==> src/hw/smcs_pkg.sv <==
// Package for the operating-mode control and status block.
// Assumes a 20 MHz core clock and byte-wide register accesses.
package smcs_pkg;

    // Core clock and timing
    localparam int CLK_HZ = 20_000_000;
    localparam int HOST_RST_HOLD_US = 20;
    localparam int HOST_RST_HOLD_CYC = (HOST_RST_HOLD_US * (CLK_HZ / 1_000_000) > 0) ?
        HOST_RST_HOLD_US * (CLK_HZ / 1_000_000) : 1;
    localparam int RST_CNT_W = 10;
    // Cycles for the released reset line to cross the synchroniser
    localparam int PIN_SETTLE_CYC = 2;

    // Register addresses
    localparam logic [6:0] ADDR_MODE_CTRL = 7'h01;
    localparam logic [6:0] ADDR_MAIN_STATUS = 7'h03;

    // Mode control field
    localparam int MC_LSB = 0;
    localparam int MC_W = 3;
    localparam logic [2:0] MC_SLEEP = 3'h1;
    localparam logic [2:0] MC_STANDBY = 3'h4;
    localparam logic [2:0] MC_NORMAL = 3'h7;
    localparam logic [2:0] MC_RESET_VAL = 3'h4;

    // Main status fields
    localparam int OVERTEMP_WARNING_STATE_BIT = 6;
    localparam int NMS_BIT = 5;
    localparam int RSS_LSB = 0;
    localparam int RSS_W = 5;
    localparam logic NMS_RESET_VAL = 1'b1;

    // Watchdog mode codes
    localparam logic [2:0] WMC_WINDOW = 3'h4;

    // Reset cause codes
    localparam logic [4:0] RSS_POWER_ON = 5'h00;
    localparam logic [4:0] RSS_CAN_WAKE = 5'h01;
    localparam logic [4:0] RSS_PIN_WAKE = 5'h04;
    localparam logic [4:0] RSS_WD_SLEEP = 5'h0c;
    localparam logic [4:0] RSS_DIAG_WAKE = 5'h0d;
    localparam logic [4:0] RSS_WD_EARLY = 5'h0e;
    localparam logic [4:0] RSS_WD_OVF = 5'h0f;
    localparam logic [4:0] RSS_ILL_WMC = 5'h10;
    localparam logic [4:0] RSS_EXT_RST = 5'h11;
    localparam logic [4:0] RSS_OVERTEMP = 5'h12;
    localparam logic [4:0] RSS_V1_UV = 5'h13;
    localparam logic [4:0] RSS_ILL_SLEEP = 5'h14;
    localparam logic [4:0] RSS_FRAME_ERR = 5'h16;

    // Operating modes
    typedef enum logic [2:0] {
        SMCS_OFF,
        SMCS_FORCED_NORMAL,
        SMCS_STANDBY,
        SMCS_NORMAL,
        SMCS_SLEEP,
        SMCS_RESET,
        SMCS_OVERTEMP
    } smcs_mode_t;

    // Asynchronous sense inputs, bundled for synchronising
    typedef struct packed {
        logic power_ok;
        logic overtemp_act;
        logic overtemp_warn;
        logic v1_undervoltage;
        logic host_reset_pin;
        logic can_wake;
        logic pin_wake;
        logic diag_wake;
        logic frame_err_wake;
    } smcs_sense_t;

    localparam int SENSE_W = $bits(smcs_sense_t);

    // Watchdog event inputs from the on-chip watchdog
    typedef struct packed {
        logic overflow;
        logic too_early;
        logic fail_flag;
        logic mode_write;
    } smcs_wd_evt_t;

endpackage

==> src/hw/smcs_sync.sv <==
// Two-flop synchroniser for a bundle of asynchronous levels.
// Assumes each bit is a slow level; the first stage feeds only the second.
`timescale 1ns/100ps
`default_nettype none
module smcs_sync #(
    parameter int WIDTH = 1
) (
    // Clock and reset
    input wire logic clock_in,
    input wire logic arst_n_in,
    input wire logic ce_in,
    // Data
    input wire logic [WIDTH-1:0] async_in,
    output logic [WIDTH-1:0] sync_out
);

    logic [WIDTH-1:0] meta;

    // Two stages, frozen with the clock enable
    always_ff @(posedge clock_in or negedge arst_n_in) begin
        if (!arst_n_in) begin
            meta <= '0;
            sync_out <= '0;
        end else if (ce_in) begin
            meta <= async_in;
            sync_out <= meta;
        end
    end

endmodule
`default_nettype wire

==> src/hw/smcs_mode_ctrl.sv <==
// Operating-mode sequencer with mode control and main status registers.
// Assumes an SPI decoder on the same clock presents byte register accesses.
//
// Behaviour
// - Leaving Reset goes to Forced Normal when forced_normal_cfg is 1.
// - Mode select codes: 001 Sleep, 100 Standby, 111 Normal.
// - Mode control at address 0x01; bits 2:0 writable, 7:3 read zero.
// - Status bit 6 follows the overtemperature warning level.
// - Status bit 5 is 1 from power-up until Normal first entered.
// - Cause 10001 external reset, 10010 overtemp exit, 10011 undervoltage.
// - Leaving Off sets reset cause to 00000.
// - Sleep wake causes: 00001 CAN, 00100 wake pin, 01101 diagnostic.
// - Watchdog causes: 01100 sleep overflow, 01110 too early, 01111 overflow.
// - Cause 10000 illegal watchdog mode change, 10100 rejected Sleep request.
// - Sleep exit on frame detect error records cause 10110.
// - Watchdog off except in Standby, Normal and Sleep.
// - Window watchdog operation only active in Normal mode.
// - Register access only in Forced Normal, Standby and Normal.
// - Sleep only if no wake pending and a wake source enabled.
// - Without forced normal, Reset exits to Standby after reset release.
`timescale 1ns/100ps
`default_nettype none
module smcs_mode_ctrl
    import smcs_pkg::*;
(
    // Clock, reset, enable
    input wire logic clock_in,
    input wire logic arst_n_in,
    input wire logic ce_in,
    // Asynchronous analogue and pin senses
    input wire smcs_sense_t sense_in,
    // Watchdog events and settings, same clock
    input wire smcs_wd_evt_t wd_evt_in,
    input wire logic [2:0] watchdog_mode_select_in,
    // Configuration and wake qualifiers, same clock
    input wire logic forced_normal_cfg_in,
    input wire logic wake_pending_in,
    input wire logic wake_src_enabled_in,
    // Register access port
    input wire logic reg_wr_in,
    input wire logic reg_rd_in,
    input wire logic [6:0] reg_addr_in,
    input wire logic [7:0] reg_wdata_in,
    output logic [7:0] reg_rdata_out,
    // Mode and function enables
    output smcs_mode_t mode_out,
    output logic host_reset_out_n_out,
    output logic main_regulator_en_out,
    output logic spi_en_out,
    output logic watchdog_en_out,
    output logic watchdog_window_out
);

    smcs_sense_t sense;
    smcs_mode_t mode;
    smcs_mode_t next_mode;
    logic [2:0] operating_mode_select;
    logic normal_entered_flag;
    logic [4:0] reset_cause_code;
    logic [4:0] next_cause;
    logic cause_load;
    logic [RST_CNT_W-1:0] rst_cnt;
    logic spi_ok;
    logic mc_write;
    logic [1:0] pin_settle;

    // True in modes where the host side is alive
    function automatic logic host_alive(input smcs_mode_t m);
        return (m == SMCS_FORCED_NORMAL) || (m == SMCS_STANDBY) || (m == SMCS_NORMAL);
    endfunction

    // Synchronise pin and analogue levels
    smcs_sync #(
        .WIDTH(SENSE_W)
    ) u_sync (
        .clock_in(clock_in),
        .arst_n_in(arst_n_in),
        .ce_in(ce_in),
        .async_in(sense_in),
        .sync_out(sense)
    );

    assign spi_ok = host_alive(mode);
    assign mc_write = reg_wr_in && spi_ok && (reg_addr_in == ADDR_MODE_CTRL);

    // Next mode and reset cause selection
    always_comb begin
        next_mode = mode;
        next_cause = reset_cause_code;
        cause_load = 1'b0;
        if (!sense.power_ok) begin
            next_mode = SMCS_OFF;
        end else begin
            case (mode)
                SMCS_OFF: begin
                    next_mode = SMCS_RESET;
                    next_cause = RSS_POWER_ON;
                    cause_load = 1'b1;
                end
                SMCS_RESET: begin
                    if (sense.overtemp_act) begin
                        next_mode = SMCS_OVERTEMP;
                    end else if (!sense.v1_undervoltage && rst_cnt == '0) begin
                        next_mode = forced_normal_cfg_in ? SMCS_FORCED_NORMAL : SMCS_STANDBY;
                    end
                end
                SMCS_OVERTEMP: begin
                    if (!sense.overtemp_act) begin
                        next_mode = SMCS_RESET;
                        next_cause = RSS_OVERTEMP;
                        cause_load = 1'b1;
                    end
                end
                SMCS_SLEEP: begin
                    cause_load = 1'b1;
                    next_mode = SMCS_RESET;
                    if (sense.can_wake) begin
                        next_cause = RSS_CAN_WAKE;
                    end else if (sense.pin_wake) begin
                        next_cause = RSS_PIN_WAKE;
                    end else if (sense.diag_wake) begin
                        next_cause = RSS_DIAG_WAKE;
                    end else if (sense.frame_err_wake) begin
                        next_cause = RSS_FRAME_ERR;
                    end else if (wd_evt_in.overflow) begin
                        next_cause = RSS_WD_SLEEP;
                    end else begin
                        next_mode = SMCS_SLEEP;
                        cause_load = 1'b0;
                    end
                end
                SMCS_FORCED_NORMAL, SMCS_STANDBY, SMCS_NORMAL: begin
                    cause_load = 1'b1;
                    next_mode = SMCS_RESET;
                    if (sense.overtemp_act) begin
                        next_mode = SMCS_OVERTEMP;
                        cause_load = 1'b0;
                    end else if (sense.v1_undervoltage) begin
                        next_cause = RSS_V1_UV;
                    end else if (!sense.host_reset_pin && pin_settle == '0) begin
                        next_cause = RSS_EXT_RST;
                    end else if (mode != SMCS_FORCED_NORMAL && wd_evt_in.too_early) begin
                        next_cause = RSS_WD_EARLY;
                    end else if (mode != SMCS_FORCED_NORMAL && wd_evt_in.overflow) begin
                        next_cause = RSS_WD_OVF;
                    end else if (mode == SMCS_NORMAL && wd_evt_in.mode_write) begin
                        next_cause = RSS_ILL_WMC;
                    end else begin
                        cause_load = 1'b0;
                        next_mode = mode;
                        if (mc_write && mode != SMCS_FORCED_NORMAL) begin
                            case (reg_wdata_in[MC_LSB +: MC_W])
                                MC_STANDBY: next_mode = SMCS_STANDBY;
                                MC_NORMAL: next_mode = SMCS_NORMAL;
                                MC_SLEEP: begin
                                    if (!wake_pending_in && wake_src_enabled_in) begin
                                        next_mode = SMCS_SLEEP;
                                    end else begin
                                        next_mode = SMCS_RESET;
                                        next_cause = RSS_ILL_SLEEP;
                                        cause_load = 1'b1;
                                    end
                                end
                                default: next_mode = mode;
                            endcase
                        end
                    end
                end
                default: next_mode = SMCS_OFF;
            endcase
        end
    end

    // Mode state
    always_ff @(posedge clock_in or negedge arst_n_in) begin
        if (!arst_n_in) begin
            mode <= SMCS_OFF;
        end else if (ce_in) begin
            mode <= next_mode;
        end
    end

    // Reset hold timer, reloaded on every entry to Reset
    always_ff @(posedge clock_in or negedge arst_n_in) begin
        if (!arst_n_in) begin
            rst_cnt <= RST_CNT_W'(HOST_RST_HOLD_CYC);
        end else if (ce_in) begin
            if (mode != SMCS_RESET) begin
                rst_cnt <= RST_CNT_W'(HOST_RST_HOLD_CYC);
            end else if (rst_cnt != '0) begin
                rst_cnt <= rst_cnt - 1'b1;
            end
        end
    end

    // Masks the read-back line until our own release has reached the synchroniser output
    always_ff @(posedge clock_in or negedge arst_n_in) begin
        if (!arst_n_in) begin
            pin_settle <= 2'(PIN_SETTLE_CYC);
        end else if (ce_in) begin
            if (!host_alive(mode)) begin
                pin_settle <= 2'(PIN_SETTLE_CYC);
            end else if (pin_settle != '0) begin
                pin_settle <= pin_settle - 1'b1;
            end
        end
    end

    // Reset cause record
    always_ff @(posedge clock_in or negedge arst_n_in) begin
        if (!arst_n_in) begin
            reset_cause_code <= RSS_POWER_ON;
        end else if (ce_in && cause_load) begin
            reset_cause_code <= next_cause;
        end
    end

    // Normal-mode-entered flag, set again at power loss
    always_ff @(posedge clock_in or negedge arst_n_in) begin
        if (!arst_n_in) begin
            normal_entered_flag <= NMS_RESET_VAL;
        end else if (ce_in) begin
            if (mode == SMCS_OFF) begin
                normal_entered_flag <= NMS_RESET_VAL;
            end else if (mode == SMCS_NORMAL) begin
                normal_entered_flag <= 1'b0;
            end
        end
    end

    // Mode select field storage
    always_ff @(posedge clock_in or negedge arst_n_in) begin
        if (!arst_n_in) begin
            operating_mode_select <= MC_RESET_VAL;
        end else if (ce_in && mc_write) begin
            operating_mode_select <= reg_wdata_in[MC_LSB +: MC_W];
        end
    end

    // Register read data, reserved bits zero
    always_ff @(posedge clock_in or negedge arst_n_in) begin
        if (!arst_n_in) begin
            reg_rdata_out <= 8'h00;
        end else if (ce_in && reg_rd_in) begin
            reg_rdata_out <= 8'h00;
            if (spi_ok && reg_addr_in == ADDR_MODE_CTRL) begin
                reg_rdata_out[MC_LSB +: MC_W] <= operating_mode_select;
            end else if (spi_ok && reg_addr_in == ADDR_MAIN_STATUS) begin
                reg_rdata_out[OVERTEMP_WARNING_STATE_BIT] <= sense.overtemp_warn;
                reg_rdata_out[NMS_BIT] <= normal_entered_flag;
                reg_rdata_out[RSS_LSB +: RSS_W] <= reset_cause_code;
            end
        end
    end

    // Function enables per mode
    always_ff @(posedge clock_in or negedge arst_n_in) begin
        if (!arst_n_in) begin
            mode_out <= SMCS_OFF;
            host_reset_out_n_out <= 1'b0;
            main_regulator_en_out <= 1'b0;
            spi_en_out <= 1'b0;
            watchdog_en_out <= 1'b0;
            watchdog_window_out <= 1'b0;
        end else if (ce_in) begin
            mode_out <= next_mode;
            host_reset_out_n_out <= host_alive(next_mode);
            main_regulator_en_out <= host_alive(next_mode) || next_mode == SMCS_RESET;
            spi_en_out <= host_alive(next_mode);
            watchdog_en_out <= (next_mode == SMCS_STANDBY) || (next_mode == SMCS_NORMAL) ||
                (next_mode == SMCS_SLEEP);
            watchdog_window_out <= (next_mode == SMCS_NORMAL) &&
                (watchdog_mode_select_in == WMC_WINDOW);
        end
    end

endmodule
`default_nettype wire

==> config.mk <==
export PLATFORM = sky130hd
export DESIGN_NAME = smcs_mode_ctrl
export DESIGN_NICKNAME = d
export VERILOG_FILES = /design/src/hw/smcs_pkg.sv /design/src/hw/smcs_sync.sv /design/src/hw/smcs_mode_ctrl.sv
export SDC_FILE = /design/constraint.sdc
export NUM_CORES = 1
export LEC_CHECK = 0
export BUFFER_PORTS_ARGS = -buffer_cell sky130_fd_sc_hd__buf_2
export CAP_MARGIN = 20
export CORE_ASPECT_RATIO = 0.5
export CORE_MARGIN = 1.5
export CORE_UTILIZATION = 50
export CTS_CLUSTER_DIAMETER = 30
export DETAILED_ROUTE_END_ITERATION = 10
export PLACE_DENSITY = 0.7
export SYNTH_ARGS = -nofsm -noshare
export SYNTH_HDL_FRONTEND = slang
export SYNTH_SLANG_ARGS = --single-unit
export TNS_END_PERCENT = 10
==> constraint.sdc <==
create_clock -name clock_in -period 6.2 [get_ports clock_in]
set_input_delay 0.62 -clock clock_in [delete_from_list [all_inputs] [get_ports clock_in]]
set_output_delay 0.62 -clock clock_in [all_outputs]
set_load 0.01 [all_outputs]
==> summary.md <==
| Metric | Value |
|---|---|
| Status | `completed` |
| Placed cell count | `372` |
| Final Power | `922 uW` |
| Final core utilization | `0.614` |
| WP data required | `around 6.4 ns` |
| Vias in the first global route | `2,061` |
| Max Cap Violations | `0` |
| # clock sinks | `53` |
| Chip height | `55.6 um` |
| Fmax | `0.396 GHz` |
| Via count | `2,087` |
| CP startpoint kind | `input port` |
| Minimum clock period | `roughly 2.5 ns` |
| Wire per inst | `14.8 um` |
| Gr busiest metal | `met2` |
| Mapped cell area | `between 2000 and 3000 um^2` |
| Worst Skew | `0.0119 ns` |
| Initial antenna violation count | `0` |
| Class of the worst hold path | `input port to async pin` |
| Global routing met2 resource utilization | `0.326` |
| Worst-path clk slew | `~0.10 ns` |
| # hold bufs at CTS | `0` |
| Remaining Overflow, GRT | `0` |
| Crit path arrival time | `2.70 ns` |
| Synth-to-Final Area Change | `13.7%` |
| Top FF cell, synth | `dfrtp_1` |
| Yosys top cell by area | `dfrtp_1` |
| R2R setup slack | `3.79 ns` |
| M3 GR Usage | `0.0445` |
| Clock latency on the worst-skew pair | `0.30 ns` |
| Io pins | `55` |
| Max incr delay on CP | `0.51 ns` |
| Relative slew slack | `0.564` |
| Cts repair resizes | `0` |
| Final Slew Violations | `0` |
| Antenna-violating nets left | `0` |
| Synth unique cells | `56` |
| Mapped Nets | `305` |
| Multi-input logic area | `approximately 1300 um^2` |
| Final period util | `0.407` |
| LEAKAGE | `0.00144 uW` |
| CTS buffer count | `5` |
| Setup repair bufs after CTS | `0` |
| Die width | `between 100 and 150 um` |
| Layout Cells excl Fill | `380` |
| Clock root buffer | `clkbuf_8` |
| Fill count | `445` |
| DR pass1 iterations | `4` |
| Vias per Instance | `5.49` |
| Hpwl dp | `4.24 mm` |
| Number of synthesized flops with an enable pin | `0` |
| Final wirelength | `5.64 mm` |
| Final hold slack | `between 0.4 and 0.5 ns` |
| RSZ-0062 raised after global routing | `false` |
| Pin count of the biggest net entering global routing | `54` |
| Die ar. | `around 6000 um^2` |
| CTS max path bufs | `2` |
| CTS tree | `yes` |
| Syn Inst Count | `264` |
| Gpl congestion | `0.861` |
| Fin Setup TNS | `0 ns` |
| Starting Density | `0.539` |
| Synth top area share | `0.425` |
| # diodes | `0` |
| Residual DRC | `0` |
| Total track usage | `0.205` |
| Mean Syn Cell Area | `10.5 um^2` |
| Setup violations, final | `0` |
| Switching power | `307 uW` |
| Clock power frac | `0.226` |
| Final Net Count | `350` |
| Post-synthesis sequential area ratio | `0.481` |
| Sequential Power Share | `0.510` |
| CP Class | `input port to flop` |
| First-pass GRT wire length | `between 9 and 10 mm` |
| Worst Tran Pin Value | `0.654 ns` |
| Slowest stage cell, crit path | `buf_2` |
| Internal | `616 uW` |
| Iter 0 DRT Violations | `between 90 and 100` |
| Critical path endpoint category | `flop` |
| FFs w/ async S/R, synth | `1.00` |
| GRT met1 Usage | `0.295` |
| Share of cells above drive strength 1 | `0.319` |
| Synth area leaders | `dfrtp_1 (42%), mux2_2 (9.8%), dfstp_2 (5.7%), nand2_1 (3.1%), nor2_1 (3.1%)` |
| H-tree depth | `2` |
| Worst-case vdd ir drop | `~0.13 mV` |
| Switching share of power | `0.333` |
| Comb pwr share | `0.264` |
| Site Rows | `18` |
| Port Buf Inserts | `47` |
| Core area | `5130 um^2` |
| Register area | `1330 um^2` |
| Final Hold Viols | `0` |
| Critical-path cell list | `buf_2, inv_1, a31o_4, or4_4, or3_1, xor2_1, nor2_1` |
| Worst-path fanout max | `35` |
| Yosys reg bits | `53` |
| Pwr/cell area | `293 nW/um^2` |
| Synth warn | `0` |
## synth_stat cells (6+ instances only)
cell / n
dfrtp_1: 47
nor3b_1: 6
nor3_1: 9
mux2_2: 24
nand3_1: 7
nand2_1: 23
o21ai_0: 12
inv_1: 17
dfstp_2: 6
nor2_1: 23
## routing by layer
metal	vias up	share of wire	wire length, um
met2	32	0.46	2580
li1	1036	-	-
met3	2	0.029	163
met1	1017	0.51	2880
met4	0	0.0034	19
met5	-	0	0
## worst paths after layout
kind                                               from                              endpoint  cells past startpoint
setup reg to reg                mode_out[0]$_DFFE_PN0P_  operating_mode_select[0]$_DFFE_PN0P_                      5
hold / removal                                arst_n_in                rst_cnt[6]$_DFFE_PN0P_                      2
hold reg to reg            reg_rdata_out[0]$_DFFE_PN0P_          reg_rdata_out[0]$_DFFE_PN0P_                      2
setup / recovery                                  ce_in                rst_cnt[6]$_DFFE_PN0P_                      7
min in group clock_in      reg_rdata_out[0]$_DFFE_PN0P_          reg_rdata_out[0]$_DFFE_PN0P_                      2
max in group asynchronous                     arst_n_in       reset_cause_code[1]$_DFFE_PN0P_                      2
## state kept, by name, summed over array words and instances, names as in the netlist
register               cells
rst_cnt                   10
watchdog_en_out            1
u_sync.sync_out            9
spi_en_out                 1
pin_settle                 2
normal_entered_flag        1
reset_cause_code           5
watchdog_window_out        1
mode_out                   3
main_regulator_en_out      1
u_sync.meta                9
reg_rdata_out              7
operating_mode_select      3
## worst max-delay path, delay by kind of cell
kind | cells | cell delay [ns]
compound gates | 1 | 0.31
xor+xnor | 1 | 0.15
buf+inv | 2 | 0.80
simple gates | 3 | 0.82
## power by group through the flow
stage / clock network, uW / logic [uW] / registers (uW)
2_1_floorplan: 0 / 189 / 453
3_3_place_gp: 0 / 238 / 473
3_5_place_dp: 0 / 243 / 477
4_1_cts: 214 / 245 / 470
5_1_grt: 227 / 272 / 480
6_report: 208 / 244 / 470
## cell usage in the layout (no fill, tap or decap), types with 2 or more instances in the layout
cell type / synthesis / final
buf_2: 4 / 47
dfrtp_1: 47 / 47
mux2_2: 24 / 24
nand2_1: 23 / 23
nor2_1: 23 / 23
inv_1: 17 / 17
o21ai_0: 12 / 12
nor3_1: 9 / 9
nand3_1: 7 / 7
nor3b_1: 6 / 6
clkbuf_8: 0 / 6
dfstp_2: 6 / 6
a31oi_1: 5 / 5
a22oi_1: 5 / 5
a21oi_1: 5 / 5
xnor2_1: 5 / 5
o22ai_1: 4 / 4
a22o_1: 4 / 4
xor2_1: 4 / 4
or3_1: 4 / 4
nand2b_1: 2 / 2
nor4b_4: 2 / 2
nand4_1: 2 / 2
and2_1: 2 / 2
o21ai_1: 2 / 2
or4_4: 2 / 2
o32ai_1: 2 / 2
o31ai_1: 2 / 2
ha_1: 2 / 2
## final cells by class
cell class	instances	area share
clock buffers	6	0.0262
clock inverters	2	0.00556
inverters	18	0.0214
multi-input cells	183	0.419
flip-flops and latches	53	0.423
well taps	70	0.0278
repair buffers	48	0.0770
## cells by family after synthesis
family,after synthesis,share of synthesized area
adder cells (fa/ha/maj),2,0.00903
buffers and inverters,28,0.0425
XOR/XNOR,9,0.0285
other,1,0.00135
AND/OR/NAND/NOR,95,0.205
AO/OA/AOI/OAI,52,0.135
flip-flops,53,0.481
multiplexers,24,0.0976
## metrics by stage
stage | worst slack [ns] | instance area (um^2)
after floorplan | 4.07 | 2770
after global placement | 3.38 | 3050
after detailed placement | 3.34 | 3050
after CTS | 3.66 | 3150
after global routing | 3.53 | 3150
final | 3.68 | 3150
Note: power is estimated with default switching activity, not from simulation.
